--- config.mk ---
export PLATFORM = sky130hd
export DESIGN_NAME = cdm_count_delay_cell
export DESIGN_NICKNAME = d
export VERILOG_FILES = /design/src/hdl/cdm_pkg.sv /design/src/hdl/cdm_count_delay_cell.sv
export SDC_FILE = /design/constraint.sdc
export NUM_CORES = 1
export LEC_CHECK = 0
export ABC_AREA = 1
export BUFFER_PORTS_ARGS = -buffer_cell sky130_fd_sc_hd__buf_2
export CORE_AREA = 2 2 135 137
export CTS_CLUSTER_SIZE = 10
export DETAILED_ROUTE_END_ITERATION = 8
export DIE_AREA = 0 0 137 139
export GPL_TIMING_DRIVEN = 0
export PLACE_DENSITY_LB_ADDON = 0.2
export SLEW_MARGIN = 20
export SYNTH_ARGS = -nofsm -noshare
export SYNTH_HDL_FRONTEND = slang
export SYNTH_SLANG_ARGS = --single-unit
--- constraint.sdc ---
create_clock -name aclk -period 4.5 [get_ports aclk]
set_input_delay 0.675 -clock aclk [delete_from_list [all_inputs] [get_ports aclk]]
set_output_delay 0.675 -clock aclk [all_outputs]
set_load 0.005 [all_outputs]
--- src/hdl/cdm_pkg.sv ---
// Functional notes
// RQ1 - Counting starts only at next selected tick.
// RQ2 - Delay equals count plus one ticks.
// RQ3 - Delay mode reproduces selected input edge later.
// RQ4 - Previous cell output may clock this cell.
// RQ5 - One-shot pulse width ignores input length.
// RQ6 - Polarity selects true or inverted output.
// RQ7 - Hold timer asserts after continuous input.
// RQ8 - Count value and clock source configurable.
// RQ9 - Delay mode suppresses pulses shorter than delay.
// RQ10 - Every trigger reloads counter from count.
`default_nettype none
package cdm_pkg;
	// Width of the count, divider and down-counter.
	localparam int CNT_W = 16;
	// Register byte offsets.
	localparam logic [31:0] OFS_CTRL  = 32'h0000_0000;
	localparam logic [31:0] OFS_COUNT = 32'h0000_0004;
	localparam logic [31:0] OFS_DIV   = 32'h0000_0008;
	localparam logic [31:0] OFS_STAT  = 32'h0000_000c;
	// Mode field encodings.
	localparam logic [1:0] MODE_DELAY   = 2'h0;
	localparam logic [1:0] MODE_ONESHOT = 2'h1;
	localparam logic [1:0] MODE_COUNT   = 2'h2;
	// Edge select encodings; zero selects no edge.
	localparam logic [1:0] EDGE_RISE = 2'h1;
	localparam logic [1:0] EDGE_FALL = 2'h2;
	localparam logic [1:0] EDGE_BOTH = 2'h3;
	// Clock source encodings.
	localparam logic [1:0] CSEL_DIV   = 2'h0;
	localparam logic [1:0] CSEL_EXT   = 2'h1;
	localparam logic [1:0] CSEL_CHAIN = 2'h2;
	// Reset values.
	localparam logic [7:0]       CTRL_RST  = 8'h00;
	localparam logic [CNT_W-1:0] COUNT_RST = 16'h0000;
	localparam logic [CNT_W-1:0] DIV_RST   = 16'h0000;
	// Bus responses.
	localparam logic [1:0] RESP_OKAY   = 2'h0;
	localparam logic [1:0] RESP_DECERR = 2'h3;

	// Control register layout, bit 0 at the right.
	typedef struct packed {
		logic [1:0] csel;     // Clock source.
		logic       inv;      // Drive the inverted output on the pin.
		logic [1:0] edge_sel; // Triggering edge.
		logic [1:0] mode;     // Delay, one-shot or counter.
		logic       en;       // Cell enable.
	} cdm_ctrl_t;

	// Whole state of the cell.
	typedef struct packed {
		cdm_ctrl_t        ctrl;
		logic [CNT_W-1:0] count;
		logic [CNT_W-1:0] div;
		logic [CNT_W-1:0] div_cnt;
		logic [CNT_W-1:0] cnt;
		logic             trig_m;
		logic             trig_s;
		logic             trig_p;
		logic             ext_m;
		logic             ext_s;
		logic             ext_p;
		logic             chain_p;
		logic             busy;
		logic             core;
		logic             pin;
		logic             aw_ok;
		logic             w_ok;
		logic [31:0]      awaddr;
		logic [31:0]      wdata;
		logic [3:0]       wstrb;
		logic             bvalid;
		logic [1:0]       bresp;
		logic             rvalid;
		logic [1:0]       rresp;
		logic [31:0]      rdata;
	} cdm_state_t;
endpackage
`default_nettype wire

--- src/hdl/cdm_count_delay_cell.sv ---
`timescale 1ns/100ps
`default_nettype none
module cdm_count_delay_cell (
	input  wire logic        aclk,
	input  wire logic        aresetn,
	input  wire logic [31:0] awaddr,
	input  wire logic        awvalid,
	output logic             awready,
	input  wire logic [31:0] wdata,
	input  wire logic [3:0]  wstrb,
	input  wire logic        wvalid,
	output logic             wready,
	output logic [1:0]       bresp,
	output logic             bvalid,
	input  wire logic        bready,
	input  wire logic [31:0] araddr,
	input  wire logic        arvalid,
	output logic             arready,
	output logic [31:0]      rdata,
	output logic [1:0]       rresp,
	output logic             rvalid,
	input  wire logic        rready,
	input  wire logic        trig_in,
	input  wire logic        ext_clk_in,
	input  wire logic        chain_in,
	output logic             cell_out,
	output logic             inverted_output,
	output logic             chain_out
);
	cdm_pkg::cdm_state_t s, n; // Registered state and its next value.
	logic tick;                // Active edge of the selected source.
	logic rise;                // Synchronised trigger rose.
	logic fall;                // Synchronised trigger fell.
	logic hit;                 // Trigger edge matches the edge select.

	// Merges a write word into a register under the byte strobes.
	function automatic logic [31:0] merge(input logic [31:0] old, input logic [31:0] d,
		input logic [3:0] st);
		logic [31:0] r;
		r = old;
		for (int i = 0; i < 4; i++) begin
			if (st[i]) begin
				r[i*8 +: 8] = d[i*8 +: 8];
			end
		end
		return r;
	endfunction

	// True when the offset names a register of the cell.
	function automatic logic mapped(input logic [31:0] a);
		return a == cdm_pkg::OFS_CTRL || a == cdm_pkg::OFS_COUNT ||
			a == cdm_pkg::OFS_DIV || a == cdm_pkg::OFS_STAT;
	endfunction

	// Bus handshakes come straight from the held flags.
	assign awready = !s.aw_ok && !s.bvalid;
	assign wready  = !s.w_ok && !s.bvalid;
	assign arready = !s.rvalid;
	assign bvalid  = s.bvalid;
	assign bresp   = s.bresp;
	assign rvalid  = s.rvalid;
	assign rresp   = s.rresp;
	assign rdata   = s.rdata;
	// Pin output, its complement and the true output for a following cell.
	assign cell_out        = s.pin;
	assign inverted_output = !s.pin;
	assign chain_out       = s.core;

	// Edge detection on the synchronised trigger, after both flops.
	always_comb begin
		rise = s.trig_s && !s.trig_p;
		fall = !s.trig_s && s.trig_p;
		hit  = (s.ctrl.edge_sel[0] && rise) || (s.ctrl.edge_sel[1] && fall);
	end

	// Tick selection; the source is free-running and not aligned to the trigger.
	always_comb begin
		unique case (s.ctrl.csel)
			cdm_pkg::CSEL_DIV: begin
				tick = s.div_cnt == s.div;
			end
			cdm_pkg::CSEL_EXT: begin
				tick = s.ext_s && !s.ext_p; // [RQ8]
			end
			cdm_pkg::CSEL_CHAIN: begin
				tick = chain_in && !s.chain_p; // [RQ4]
			end
			default: begin
				tick = 1'b0;
			end
		endcase
	end

	// Next-state logic for the cell and its register slave.
	always_comb begin
		n = s;
		// Two-flop synchronisers for pin inputs; chain input is on this clock.
		n.trig_m  = trig_in;
		n.trig_s  = s.trig_m;
		n.trig_p  = s.trig_s;
		n.ext_m   = ext_clk_in;
		n.ext_s   = s.ext_m;
		n.ext_p   = s.ext_s;
		n.chain_p = chain_in;
		// Prescaler runs all the time, so an enable lands mid-period.
		n.div_cnt = (s.div_cnt == s.div) ? '0 : s.div_cnt + 16'h0001;
		if (!s.ctrl.en) begin
			// Disabled cell is idle and preloaded.
			n.busy = 1'b0;
			n.core = 1'b0;
			n.cnt  = s.count;
		end else begin
			unique case (s.ctrl.mode)
				cdm_pkg::MODE_DELAY: begin
					if (hit) begin
						// Load now, count from the next tick only.
						n.busy = 1'b1; // [RQ1]
						n.cnt  = s.count; // [RQ10]
					end else if (rise || fall) begin
						// Unselected edge passes at once and kills a short pulse.
						n.busy = 1'b0; // [RQ9]
						n.core = s.trig_s;
					end else if (s.busy && tick) begin
						if (s.cnt == '0) begin
							// Level held for count plus one ticks reaches the output.
							n.busy = 1'b0;
							n.core = s.trig_s; // [RQ2] [RQ3] [RQ7]
						end else begin
							n.cnt = s.cnt - 16'h0001;
						end
					end
				end
				cdm_pkg::MODE_ONESHOT: begin
					if (hit) begin
						// Start or restart the pulse with a full interval.
						n.busy = 1'b1;
						n.core = 1'b1; // [RQ5]
						n.cnt  = s.count; // [RQ10]
					end else if (s.busy && tick) begin
						if (s.cnt == '0) begin
							n.busy = 1'b0;
							n.core = 1'b0; // [RQ5]
						end else begin
							n.cnt = s.cnt - 16'h0001;
						end
					end
				end
				cdm_pkg::MODE_COUNT: begin
					// Free count; one tick-long high at each wrap.
					n.busy = 1'b1;
					if (tick) begin
						if (s.cnt == '0) begin
							n.cnt  = s.count;
							n.core = 1'b1; // [RQ4]
						end else begin
							n.cnt  = s.cnt - 16'h0001;
							n.core = 1'b0;
						end
					end
				end
				default: begin
					n.busy = 1'b0;
					n.core = 1'b0;
				end
			endcase
		end
		// Pin polarity follows the true output.
		n.pin = n.core ^ s.ctrl.inv; // [RQ6]
		// Address and data are taken in either order and held.
		if (awvalid && awready) begin
			n.aw_ok  = 1'b1;
			n.awaddr = awaddr;
		end
		if (wvalid && wready) begin
			n.w_ok  = 1'b1;
			n.wdata = wdata;
			n.wstrb = wstrb;
		end
		// Once both are held the write lands and the response is raised.
		if (s.aw_ok && s.w_ok) begin
			n.aw_ok  = 1'b0;
			n.w_ok   = 1'b0;
			n.bvalid = 1'b1;
			n.bresp  = mapped(s.awaddr) ? cdm_pkg::RESP_OKAY : cdm_pkg::RESP_DECERR;
			unique case (s.awaddr)
				cdm_pkg::OFS_CTRL: begin
					// Only the low byte exists; the upper lanes are dropped on purpose.
					n.ctrl = cdm_pkg::cdm_ctrl_t'(8'(merge({24'h0, s.ctrl}, s.wdata, s.wstrb)));
				end
				cdm_pkg::OFS_COUNT: begin
					n.count = 16'(merge({16'h0, s.count}, s.wdata, s.wstrb)); // [RQ8]
				end
				cdm_pkg::OFS_DIV: begin
					n.div = 16'(merge({16'h0, s.div}, s.wdata, s.wstrb));
				end
				default: begin
				end
			endcase
		end else if (s.bvalid && bready) begin
			n.bvalid = 1'b0;
		end
		// Reads answer one cycle after the address is taken.
		if (arvalid && arready) begin
			n.rvalid = 1'b1;
			n.rresp  = mapped(araddr) ? cdm_pkg::RESP_OKAY : cdm_pkg::RESP_DECERR;
			unique case (araddr)
				cdm_pkg::OFS_CTRL: n.rdata = {24'h0, s.ctrl};
				cdm_pkg::OFS_COUNT: n.rdata = {16'h0, s.count};
				cdm_pkg::OFS_DIV: n.rdata = {16'h0, s.div};
				cdm_pkg::OFS_STAT: n.rdata = {s.cnt, 13'h0, s.pin, s.busy, s.core};
				default: n.rdata = 32'h0000_0000;
			endcase
		end else if (s.rvalid && rready) begin
			n.rvalid = 1'b0;
		end
	end

	// State register with synchronous active-low reset.
	always_ff @(posedge aclk) begin
		if (!aresetn) begin
			s       <= '0;
			s.ctrl  <= cdm_pkg::CTRL_RST;
			s.count <= cdm_pkg::COUNT_RST;
			s.div   <= cdm_pkg::DIV_RST;
		end else begin
			s <= n;
		end
	end

	logic dly, one, cnt_mode; // Mode decodes for the checks.
	assign dly      = s.ctrl.en && s.ctrl.mode == cdm_pkg::MODE_DELAY;
	assign one      = s.ctrl.en && s.ctrl.mode == cdm_pkg::MODE_ONESHOT;
	assign cnt_mode = s.ctrl.en && s.ctrl.mode == cdm_pkg::MODE_COUNT;
endmodule
`default_nettype wire

==> impl_metrics.json, run 1 <==
{
  "synth_edf_count": 0,
  "synth_top_flop_cell": "dfxtp_1",
  "met3_usage_pct": 5.08,
  "cts_tree": "done",
  "yosysWarnings": 0,
  "criticalPathCategory": "flop to flop",
  "fin_crit_sh_pct": 50.6,
  "htree_levels": 4,
  "drive_gt1_share_pct": 19.5,
  "setup_tns_ps": 0,
  "leakage_uw": 0.00397,
  "hold_buffers": 0,
  "antenna_found_initial": 1,
  "arrival_ps": 2600,
  "slowest_stage": "dfxtp_1",
  "vias": 7208,
  "start_util_pct": 44.1,
  "dp_slack_ps": 1940,
  "clkLatencyLatePin_ps": 430,
  "numCtsBuffers": 17,
  "viasPerCell": 4.89,
  "grt_use_met2_pct": 33.2,
  "grt_max_degree": 17,
  "drt-total-wl_um": 20100,
  "top_usage_layer": "met2",
  "dp_hpwl_um": 15700,
  "post-synth-top-area-cell": "dfxtp_1",
  "area_growth_pct": 19.9,
  "place.port_buffers": 134,
  "cp_cell_sequence": "inv_1, ha_1, nand2_2, nor2_4, nand3_2, nor3_1, nand4_1, nand2_1, nand2_1, a21oi_1, nand2_1, a21oi_1, nor2_1",
  "die_y_um": 139,
  "tightest_slew_ps": 828,
  "drt_iter0_drc": 492,
  "hold_path.class": "flop to flop",
  "grt_overflow": 0,
  "hold_viol": 0,
  "p_per_area_nw_per_um2": 350,
  "drt_pass1_iterations": 5,
  "synth_common_cells": "nand2_1 (204), dfxtp_1 (170), nor2_1 (159)",
  "grt_setup_unrepaired": "no",
  "drc": 0,
  "synth.distinct_cells": 47,
  "worst-path-max-fanout": 4,
  "yosysTopAreaCellShare_pct": 43.7,
  "fill_cells": 1760,
  "cts_buffer_depth": 2,
  "total_power_uw": 3270,
  "ys_seq_area_share_pct": 43.7,
  "drv_cap": 0,
  "grt_pass1_vias": 6586,
  "yosysMostFrequentCell": "nand2_1",
  "cts.clk_slew.worst_paths_ps": 60,
  "cts_setup_buffers": 0,
  "max-vdd-ir-drop_mv": 0.265,
  "slew_violations": 0,
  "fp-row-count": 49,
  "dieArea_um2": 19000,
  "grt_use_met1_pct": 28.6,
  "die_width_um": 137,
  "fin_skew_ps": 7.19,
  "core_area_um2": 17700,
  "nets": 1345,
  "postSynth.asyncResetShare_pct": 0,
  "ioPinCount": 154,
  "stdcell_area_um2": 9340,
  "cts-root-buf": "clkbuf_16",
  "postSynthCellCount": 1078,
  "grt_pass1_wl_um": 32300,
  "placed_area_um2": 8750,
  "avgSynthCellArea_um2": 7.23,
  "worst-path-buf-inv": 1,
  "syn_area_um2": 7790,
  "cp_top_family": "simple AND/OR/NAND/NOR gates",
  "synth.area.top_cells": "dfxtp_1 (44%), nand2_1 (9.8%), nor2_1 (7.7%), o21ai_0 (6.0%), a21oi_1 (5.7%)",
  "postRouteAntennaNets": 0,
  "clock_sinks": 170,
  "crit_top_cell": "nand2_1",
  "ys_ff_latch": 170,
  "synth_nets": 1192,
  "worst_setup_path_end_kind": "flop",
  "wire_per_inst_um": 13.7,
  "status": "completed",
  "finalSetupViolCount": 0,
  "fin_ws_ps": 2230,
  "ctsResizeCount": 0,
  "grt_util_all_layers_pct": 21.6,
  "register_area_um2": 3400,
  "period_needed_ps": 2270,
  "multi_input_area_um2": 3490,
  "crit_required_ps": 4820,
  "max_stage_delay_ps": 330,
  "start_kind": "flop",
  "max_freq_mhz": 440,
  "place_congestion": 0.896,
  "antennaDiodeCount": 0,
  "relSlewSlack_pct": 44.3
}
[worst paths after layout]
path	start	endpoint	slack (ps)	depth (start not counted)
worst max register to register	s[118]	cell_out	2230	13
worst min register to register	n[116]	n[115]	420	2
worst max-delay path	s[118]	cell_out	2230	13
worst min-delay path	n[116]	n[115]	420	2
[per-layer routing]
layer	up-vias	wire [µm]	part of all wire (%)
met5	-	11	0.055
met4	2	621	3.1
met3	34	1170	5.8
met2	194	8780	44
met1	3175	9550	47
li1	3803	-	-
[worst register-to-register path: stages (launching register included)]
cell     delay (ps)
dfxtp_1         330
inv_1           100
ha_1            210
nand2_2         110
nor2_4          170
nand3_2         100
nor3_1          330
nand4_1         220
nand2_1         110
nand2_1          50
a21oi_1         120
nand2_1         120
a21oi_1         150
nor2_1           60
[where the power goes]
group          internal [µW]  leakage [µW]  switching, µW
clock network            861      0.000275            590
registers               1560       0.00138           24.0
logic                   87.2       0.00231            153
[flip-flops by register name, summed over array words and instances, names as in the netlist]
| signal | flops |
|---|---|
| rdata | 32 |
| rvalid | 1 |
| chain_out | 1 |
| bvalid | 1 |
| cell_out | 1 |
| bresp | 1 |
| s | 128 |
| n | 4 |
| rresp | 1 |
[cells by family after synthesis]
kind of cell	count (synthesis)	share of synthesized area (%)
fa+ha+maj	4	0.642
simple gates	462	25.8
flops	170	43.7
buf+inv	192	11.5
xor+xnor	10	1.12
compound gates	240	17.3
[layout by cell type (no fill, tap or decap), drive strengths merged]
cell | netlist | layout
nor4 | 17 | 17
bufinv | 0 | 2
o22ai | 7 | 7
ha | 4 | 4
o21a | 1 | 1
a31oi | 4 | 4
buf | 49 | 183
clkinvlp | 0 | 5
nand2 | 211 | 211
dfxtp | 170 | 170
o21bai | 1 | 1
nor3 | 14 | 14
a21oi | 89 | 89
and2 | 2 | 2
xor2 | 8 | 8
xnor2 | 2 | 2
o21ai | 101 | 101
clkbuf | 33 | 55
nor2 | 166 | 166
o211ai | 4 | 4
o31ai | 3 | 3
nand3 | 43 | 43
o221ai | 5 | 5
inv | 106 | 107
nand4 | 5 | 5
clkinv | 4 | 6
a211oi | 25 | 25
nor3b | 4 | 4
[metrics by stage]
stage	instances	util (%)	hold WS [ps]
3_3_place_gp	1441	49.5	393
5_1_grt	1473	52.9	439
2_1_floorplan	1078	-	390
3_5_place_dp	1441	49.5	405
6_report	1473	52.9	418
4_1_cts	1473	52.9	420
[cell type report]
type / instances / area share [%]
inverters: 110 / 4.46
plain buffers: 82 / 5.14
well taps: 229 / 3.07
repair buffers: 134 / 7.18
clock buffers: 22 / 5.08
flip-flops and latches: 170 / 36.4
multi-input cells: 716 / 37.4
clock inverters: 10 / 1.25
(Power assumes the default switching activity.)
==> run 2: changes to the inputs <==
clock period = 2 ns   (was 4.5 ns; I/O delays follow)
==> run 2 against run 1 <==
Clock skew hardly changed. Maximum frequency is 12% higher. Largest cell class unchanged. Routed wire length is 6.9% higher. The run now ends with negative setup slack left. Count of clock-buffer cells in the layout stayed put. Core utilization is 4.6 points higher.
==> impl_metrics.json, run 2 (same netlist as run 1, synthesis figures left out) <==
{
  "total_power_uw": 7410,
  "die_y_um": 139,
  "drc": 0,
  "max-vdd-ir-drop_mv": 0.603,
  "drv_cap": 0,
  "grt_pass1_vias": 6739,
  "drt-total-wl_um": 21500,
  "ioPinCount": 154,
  "tightest_slew_ps": 865,
  "hold_path.class": "input port to flop",
  "grt_pass1_wl_um": 33200,
  "slew_violations": 0,
  "cp-startpoint": "s[118]",
  "crit_path_end": "s[118]",
  "regToRegSetupSlack_ps": -30,
  "clkLatencyLatePin_ps": 430,
  "status": "finished with violations",
  "fin_skew_ps": 7.61,
  "start_kind": "flop",
  "relSlewSlack_pct": 41.9,
  "period_needed_ps": 2030,
  "vias": 7524,
  "max_freq_mhz": 494,
  "leakage_uw": 0.00430,
  "place_congestion": 0.896,
  "worst-path-max-fanout": 6,
  "numCtsBuffers": 17,
  "die_width_um": 137,
  "grt_max_degree": 17,
  "layout_commonest_cell": "nand2_1",
  "cts-root-buf": "clkbuf_16",
  "setup_tns_ps": -91.9,
  "cts_tree": "done",
  "core_area_um2": 17700,
  "grt_overflow": 0,
  "crit-reg2reg-launch": "s[118]",
  "drive_gt1_share_pct": 30.3,
  "worst_setup_path_end_kind": "flop",
  "antennaDiodeCount": 0,
  "hold_viol": 0,
  "fp-row-count": 49,
  "cts_buffer_depth": 2,
  "finalSetupViolCount": 8,
  "fin_crit_sh_pct": 101,
  "dieArea_um2": 19000,
  "fin_ws_ps": -25.6,
  "grt_util_all_layers_pct": 22.2,
  "layout_common_cells": "nand2_1 (190), nor2_1 (148), dfxtp_1 (138), buf_2 (134), inv_1 (90)",
  "violations": "negative setup slack",
  "drt_pass1_iterations": 5,
  "htree_levels": 4,
  "viasPerCell": 4.95,
  "antenna_found_initial": 1,
  "p_per_area_nw_per_um2": 730,
  "wire_per_inst_um": 14.2,
  "dp_hpwl_um": 15700,
  "grt_setup_unrepaired": "yes",
  "crit_required_ps": 2290,
  "stdcell_area_um2": 10100,
  "hold_buffers": 0,
  "fill_cells": 1648,
  "clock_sinks": 170,
  "postRouteAntennaNets": 0,
  "area_growth_pct": 30.3,
  "arrival_ps": 2320,
  "max_flop_register": "s",
  "criticalPathCategory": "flop to flop",
  "place.port_buffers": 134,
  "r2r_cells": 14,
  "drt_iter0_drc": 489,
  "start_util_pct": 44.1,
  "cts.clk_slew.worst_paths_ps": 60,
  "placed_area_um2": 8750,
  "nets": 1393,
  "final_util_pct": 57.5,
  "hold_slack_ps": 65.3,
  "r2r-end": "s[118]",
  "largest_reg_flops": 128
}
-- run 2: changes by cell type in the layout (fill, tap and decap cells not counted), moves of 7 or more --
cell,previous run,this run
o21ai_2,0,12
inv_1,99,90
dfxtp_1,170,138
dfxtp_2,0,26
o21ai_0,93,83
nand2_1,204,190
nor2_1,159,148
nand3_1,41,34
buf_4,36,82
nand2_2,5,15
inv_2,6,13
-- run 2: through the flow --
stage / instances / setup slack (ps)
after floorplan: 1078 / 50.2
after global placement: 1441 / -264
after detailed placement: 1441 / -262
after CTS: 1493 / -6.49
after global routing: 1521 / -152
final: 1521 / -25.6
-- run 2: worst min-delay path by stage --
stage / startpoint / endpoint / cells past startpoint
5_1_grt: chain_in / s[111] / 3
6_report: ext_clk_in / n[113] / 3
3_5_place_dp: n[116] / n[115] / 2
2_1_floorplan: n[113] / n[112] / 2
4_1_cts: ext_clk_in / n[113] / 3
3_3_place_gp: n[116] / n[115] / 2
-- run 2: area by class of cell --
cell class / count / area [µm²] / share of cell area, %
multi-input combinational: 716 / 3840 / 37.8
buffer: 82 / 504 / 4.97
tap: 229 / 287 / 2.82
timing repair buffer: 182 / 1050 / 10.3
clock inverter: 10 / 116 / 1.15
clock buffer: 22 / 474 / 4.67
sequential: 170 / 3460 / 34.1
inverter: 110 / 423 / 4.17
-- run 2: metal layers --
metal  GRT usage [%]  wire length [µm]
met1            29.5              9960
met2            34.1              9570
met3            5.08              1310
met4            10.2               679
met5               0                11
-- run 2: timing repair --
| item | 4_1_cts | 5_1_grt |
|---|---|---|
| gates cloned | 1 | 1 |
| endpoints found under the setup margin | 62 | 62 |
| pin swaps | 18 | 44 |
| gates resized for setup | 37 | 125 |
| setup buffers | 19 | 28 |
-- run 2: report_power, final --
part           internal [µW]  leakage, µW  total [µW]  switching, µW
Sequential              3490      0.00140        3550           59.8
Clock                   1940     0.000275        3280           1350
Combinational            211      0.00262         569            358
-- run 2: worst max-delay path, stage by stage, from the launching register on --
cell      delay, ps
dfxtp_2         330
inv_2            70
ha_4            150
nand2_4          70
nor2_4          150
nand3_4         110
nor3_4          250
buf_6           140
a211oi_4         60
nand3_4         100
inv_4            50
buf_8           130
buf_6           130
o21ai_1         120
nor2_1           50
==> run 3: changes to the inputs <==
CELL_PAD_IN_SITES_DETAIL_PLACEMENT = 2   (was default)
CELL_PAD_IN_SITES_GLOBAL_PLACEMENT = 2   (was default)
CORE_AREA = 2 2 170 172   (was 2 2 135 137)
DIE_AREA = 0 0 172 174   (was 0 0 137 139)
==> run 3 against run 2 <==
Flip-flop and latch count is the same. Count of clock-buffer cells in the layout shrank 4. Cell count grew 12%. Sequential power is essentially flat. Largest cell class unchanged. The run still ends with negative setup slack left. Critical path type unchanged. Clock power grew 4%. Maximum frequency shrank 5.9%. Worst hold slack lost 13 ps. Critical path depth grew 2. Clock skew grew 4.5 ps.
==> impl_metrics.json, run 3 (same netlist as run 1, synthesis figures left out) <==
{
  "layout_common_cells": "nand2_1 (173), nor2_1 (140), buf_2 (135), dfxtp_1 (128), buf_4 (98)",
  "grt_util_all_layers_pct": 19.9,
  "postRouteAntennaNets": 0,
  "hold_path.class": "input port to flop",
  "max_freq_mhz": 465,
  "antenna_found_initial": 5,
  "drt_pass1_iterations": 5,
  "arrival_ps": 2500,
  "p_sw_uw": 2010,
  "numCtsBuffers": 17,
  "grt_max_degree": 18,
  "worst-path-max-fanout": 5,
  "p_seq_share_pct": 46.7,
  "viasPerCell": 4.72,
  "crit_required_ps": 2350,
  "layout_commonest_cell": "nand2_1",
  "hold_buffers": 0,
  "drc": 0,
  "fill_cells": 3327,
  "grt_pass1_vias": 8390,
  "drv_cap": 0,
  "grt_setup_unrepaired": "yes",
  "fin_crit_sh_pct": 108,
  "drt_iter0_drc": 256,
  "drive_gt1_share_pct": 35.6,
  "htree_levels": 4,
  "nets": 1418,
  "cts_buffer_depth": 2,
  "place.port_buffers": 134,
  "largest_reg_flops": 128,
  "clkLatencyLatePin_ps": 440,
  "tightest_slew_ps": 760,
  "swShare_pct": 26.5,
  "dieArea_um2": 29900,
  "placedCellCount": 1596,
  "final_cells": 1700,
  "violations": "negative setup slack",
  "p_per_area_nw_per_um2": 700,
  "die_y_um": 174,
  "finalSetupViolCount": 18,
  "vias": 8031,
  "slew_violations": 0,
  "core_area_um2": 28200,
  "wire_per_inst_um": 18.2,
  "hold_slack_ps": 52.1,
  "start_util_pct": 27.6,
  "worst_setup_path_end_kind": "flop",
  "dp_slack_ps": -513,
  "cts-root-buf": "clkbuf_16",
  "relSlewSlack_pct": 49.3,
  "max-vdd-ir-drop_mv": 0.371,
  "period_needed_ps": 2150,
  "clock_sinks": 170,
  "dp_hpwl_um": 21200,
  "fin_ws_ps": -152,
  "hold_viol": 0,
  "internal-power_uw": 5590,
  "fp-row-count": 62,
  "area_growth_pct": 39.4,
  "start_kind": "flop",
  "cts_tree": "done",
  "ioPinCount": 154,
  "clkPwrFrac_pct": 44.9,
  "leakage_uw": 0.00458,
  "place_congestion": 0.771,
  "max_flop_register": "s",
  "die_width_um": 172,
  "status": "finished with violations",
  "grt_overflow": 0,
  "criticalPathCategory": "flop to flop",
  "grt_pass1_wl_um": 45900,
  "comb_power_share_pct": 8.3,
  "drt-total-wl_um": 30900,
  "cts.clk_slew.worst_paths_ps": 70,
  "fin_skew_ps": 12.1
}
-- run 3: metal layers --
layer	wire, µm	global-route usage, %	part of all wire (%)	up-vias
li1	-	-	-	3948
met1	13800	25.1	45	3863
met2	15300	34.1	49	179
met3	1330	4.03	4.3	33
met4	416	5.39	1.3	8
met5	48	0	0.16	-
-- run 3: timing repair --
| item | in CTS | in global routing |
|---|---|---|
| setup endpoints to repair | 73 | 93 |
| setup buffers | 40 | 30 |
| pin swaps | 42 | 66 |
| resized for setup | 111 | 150 |
| cloned | 4 | 1 |
-- run 3: worst paths after layout --
path,to,cells after the start,slack (ps),start
setup reg to reg,s[119],16,-150,s[118]
hold reg to reg,n[112],2,420,n[113]
hold / removal,n[116],3,50,trig_in
setup / recovery,s[119],16,-150,s[118]
-- run 3: metrics by stage --
step / cell area (µm²) / total power [µW] / util [%] / TNS (ps)
final: 10900 / 7600 / 38.5 / -1280
after global routing: 10900 / 7920 / 38.4 / -4800
after CTS: 10100 / 7630 / 35.9 / -917
after detailed placement: 8940 / 4220 / 31.7 / -29540
after global placement: 8940 / 4200 / 31.7 / -23490
after floorplan: 7790 / 3940 / - / 0
-- run 3: power by group through the flow --
stage / sequential, µW / clock [µW] / combinational [µW]
final: 3550 / 3420 / 632
after detailed placement: 3630 / 0 / 586
after floorplan: 3620 / 0 / 328
after global placement: 3630 / 0 / 570
after CTS: 3550 / 3470 / 602
after global routing: 3570 / 3630 / 723
-- run 3: worst max-delay path: stages, from the launching register on --
cell,delay (ps)
dfxtp_4,370
inv_4,40
ha_4,160
nand2_4,70
nor2_4,50
nand3_4,80
inv_4,50
nand2_4,80
nor2_8,40
nand2_4,70
o21ai_4,70
nor2_4,240
clkinv_4,130
buf_8,160
o21ai_1,140
o21ai_1,100
a21oi_1,210
-- run 3: final cells by class --
cell class                 count  area, µm²  share of cell area, %
antenna                        1       2.50                 0.0230
buffer                        80        512                   4.71
clock buffer                  18        439                   4.04
clock inverter                12        139                   1.28
inverter                     110        443                   4.08
multi-input combinational    717       4050                   37.3
sequential                   170       3490                   32.1
tap                          384        480                   4.42
timing repair buffer         208       1300                   12.0
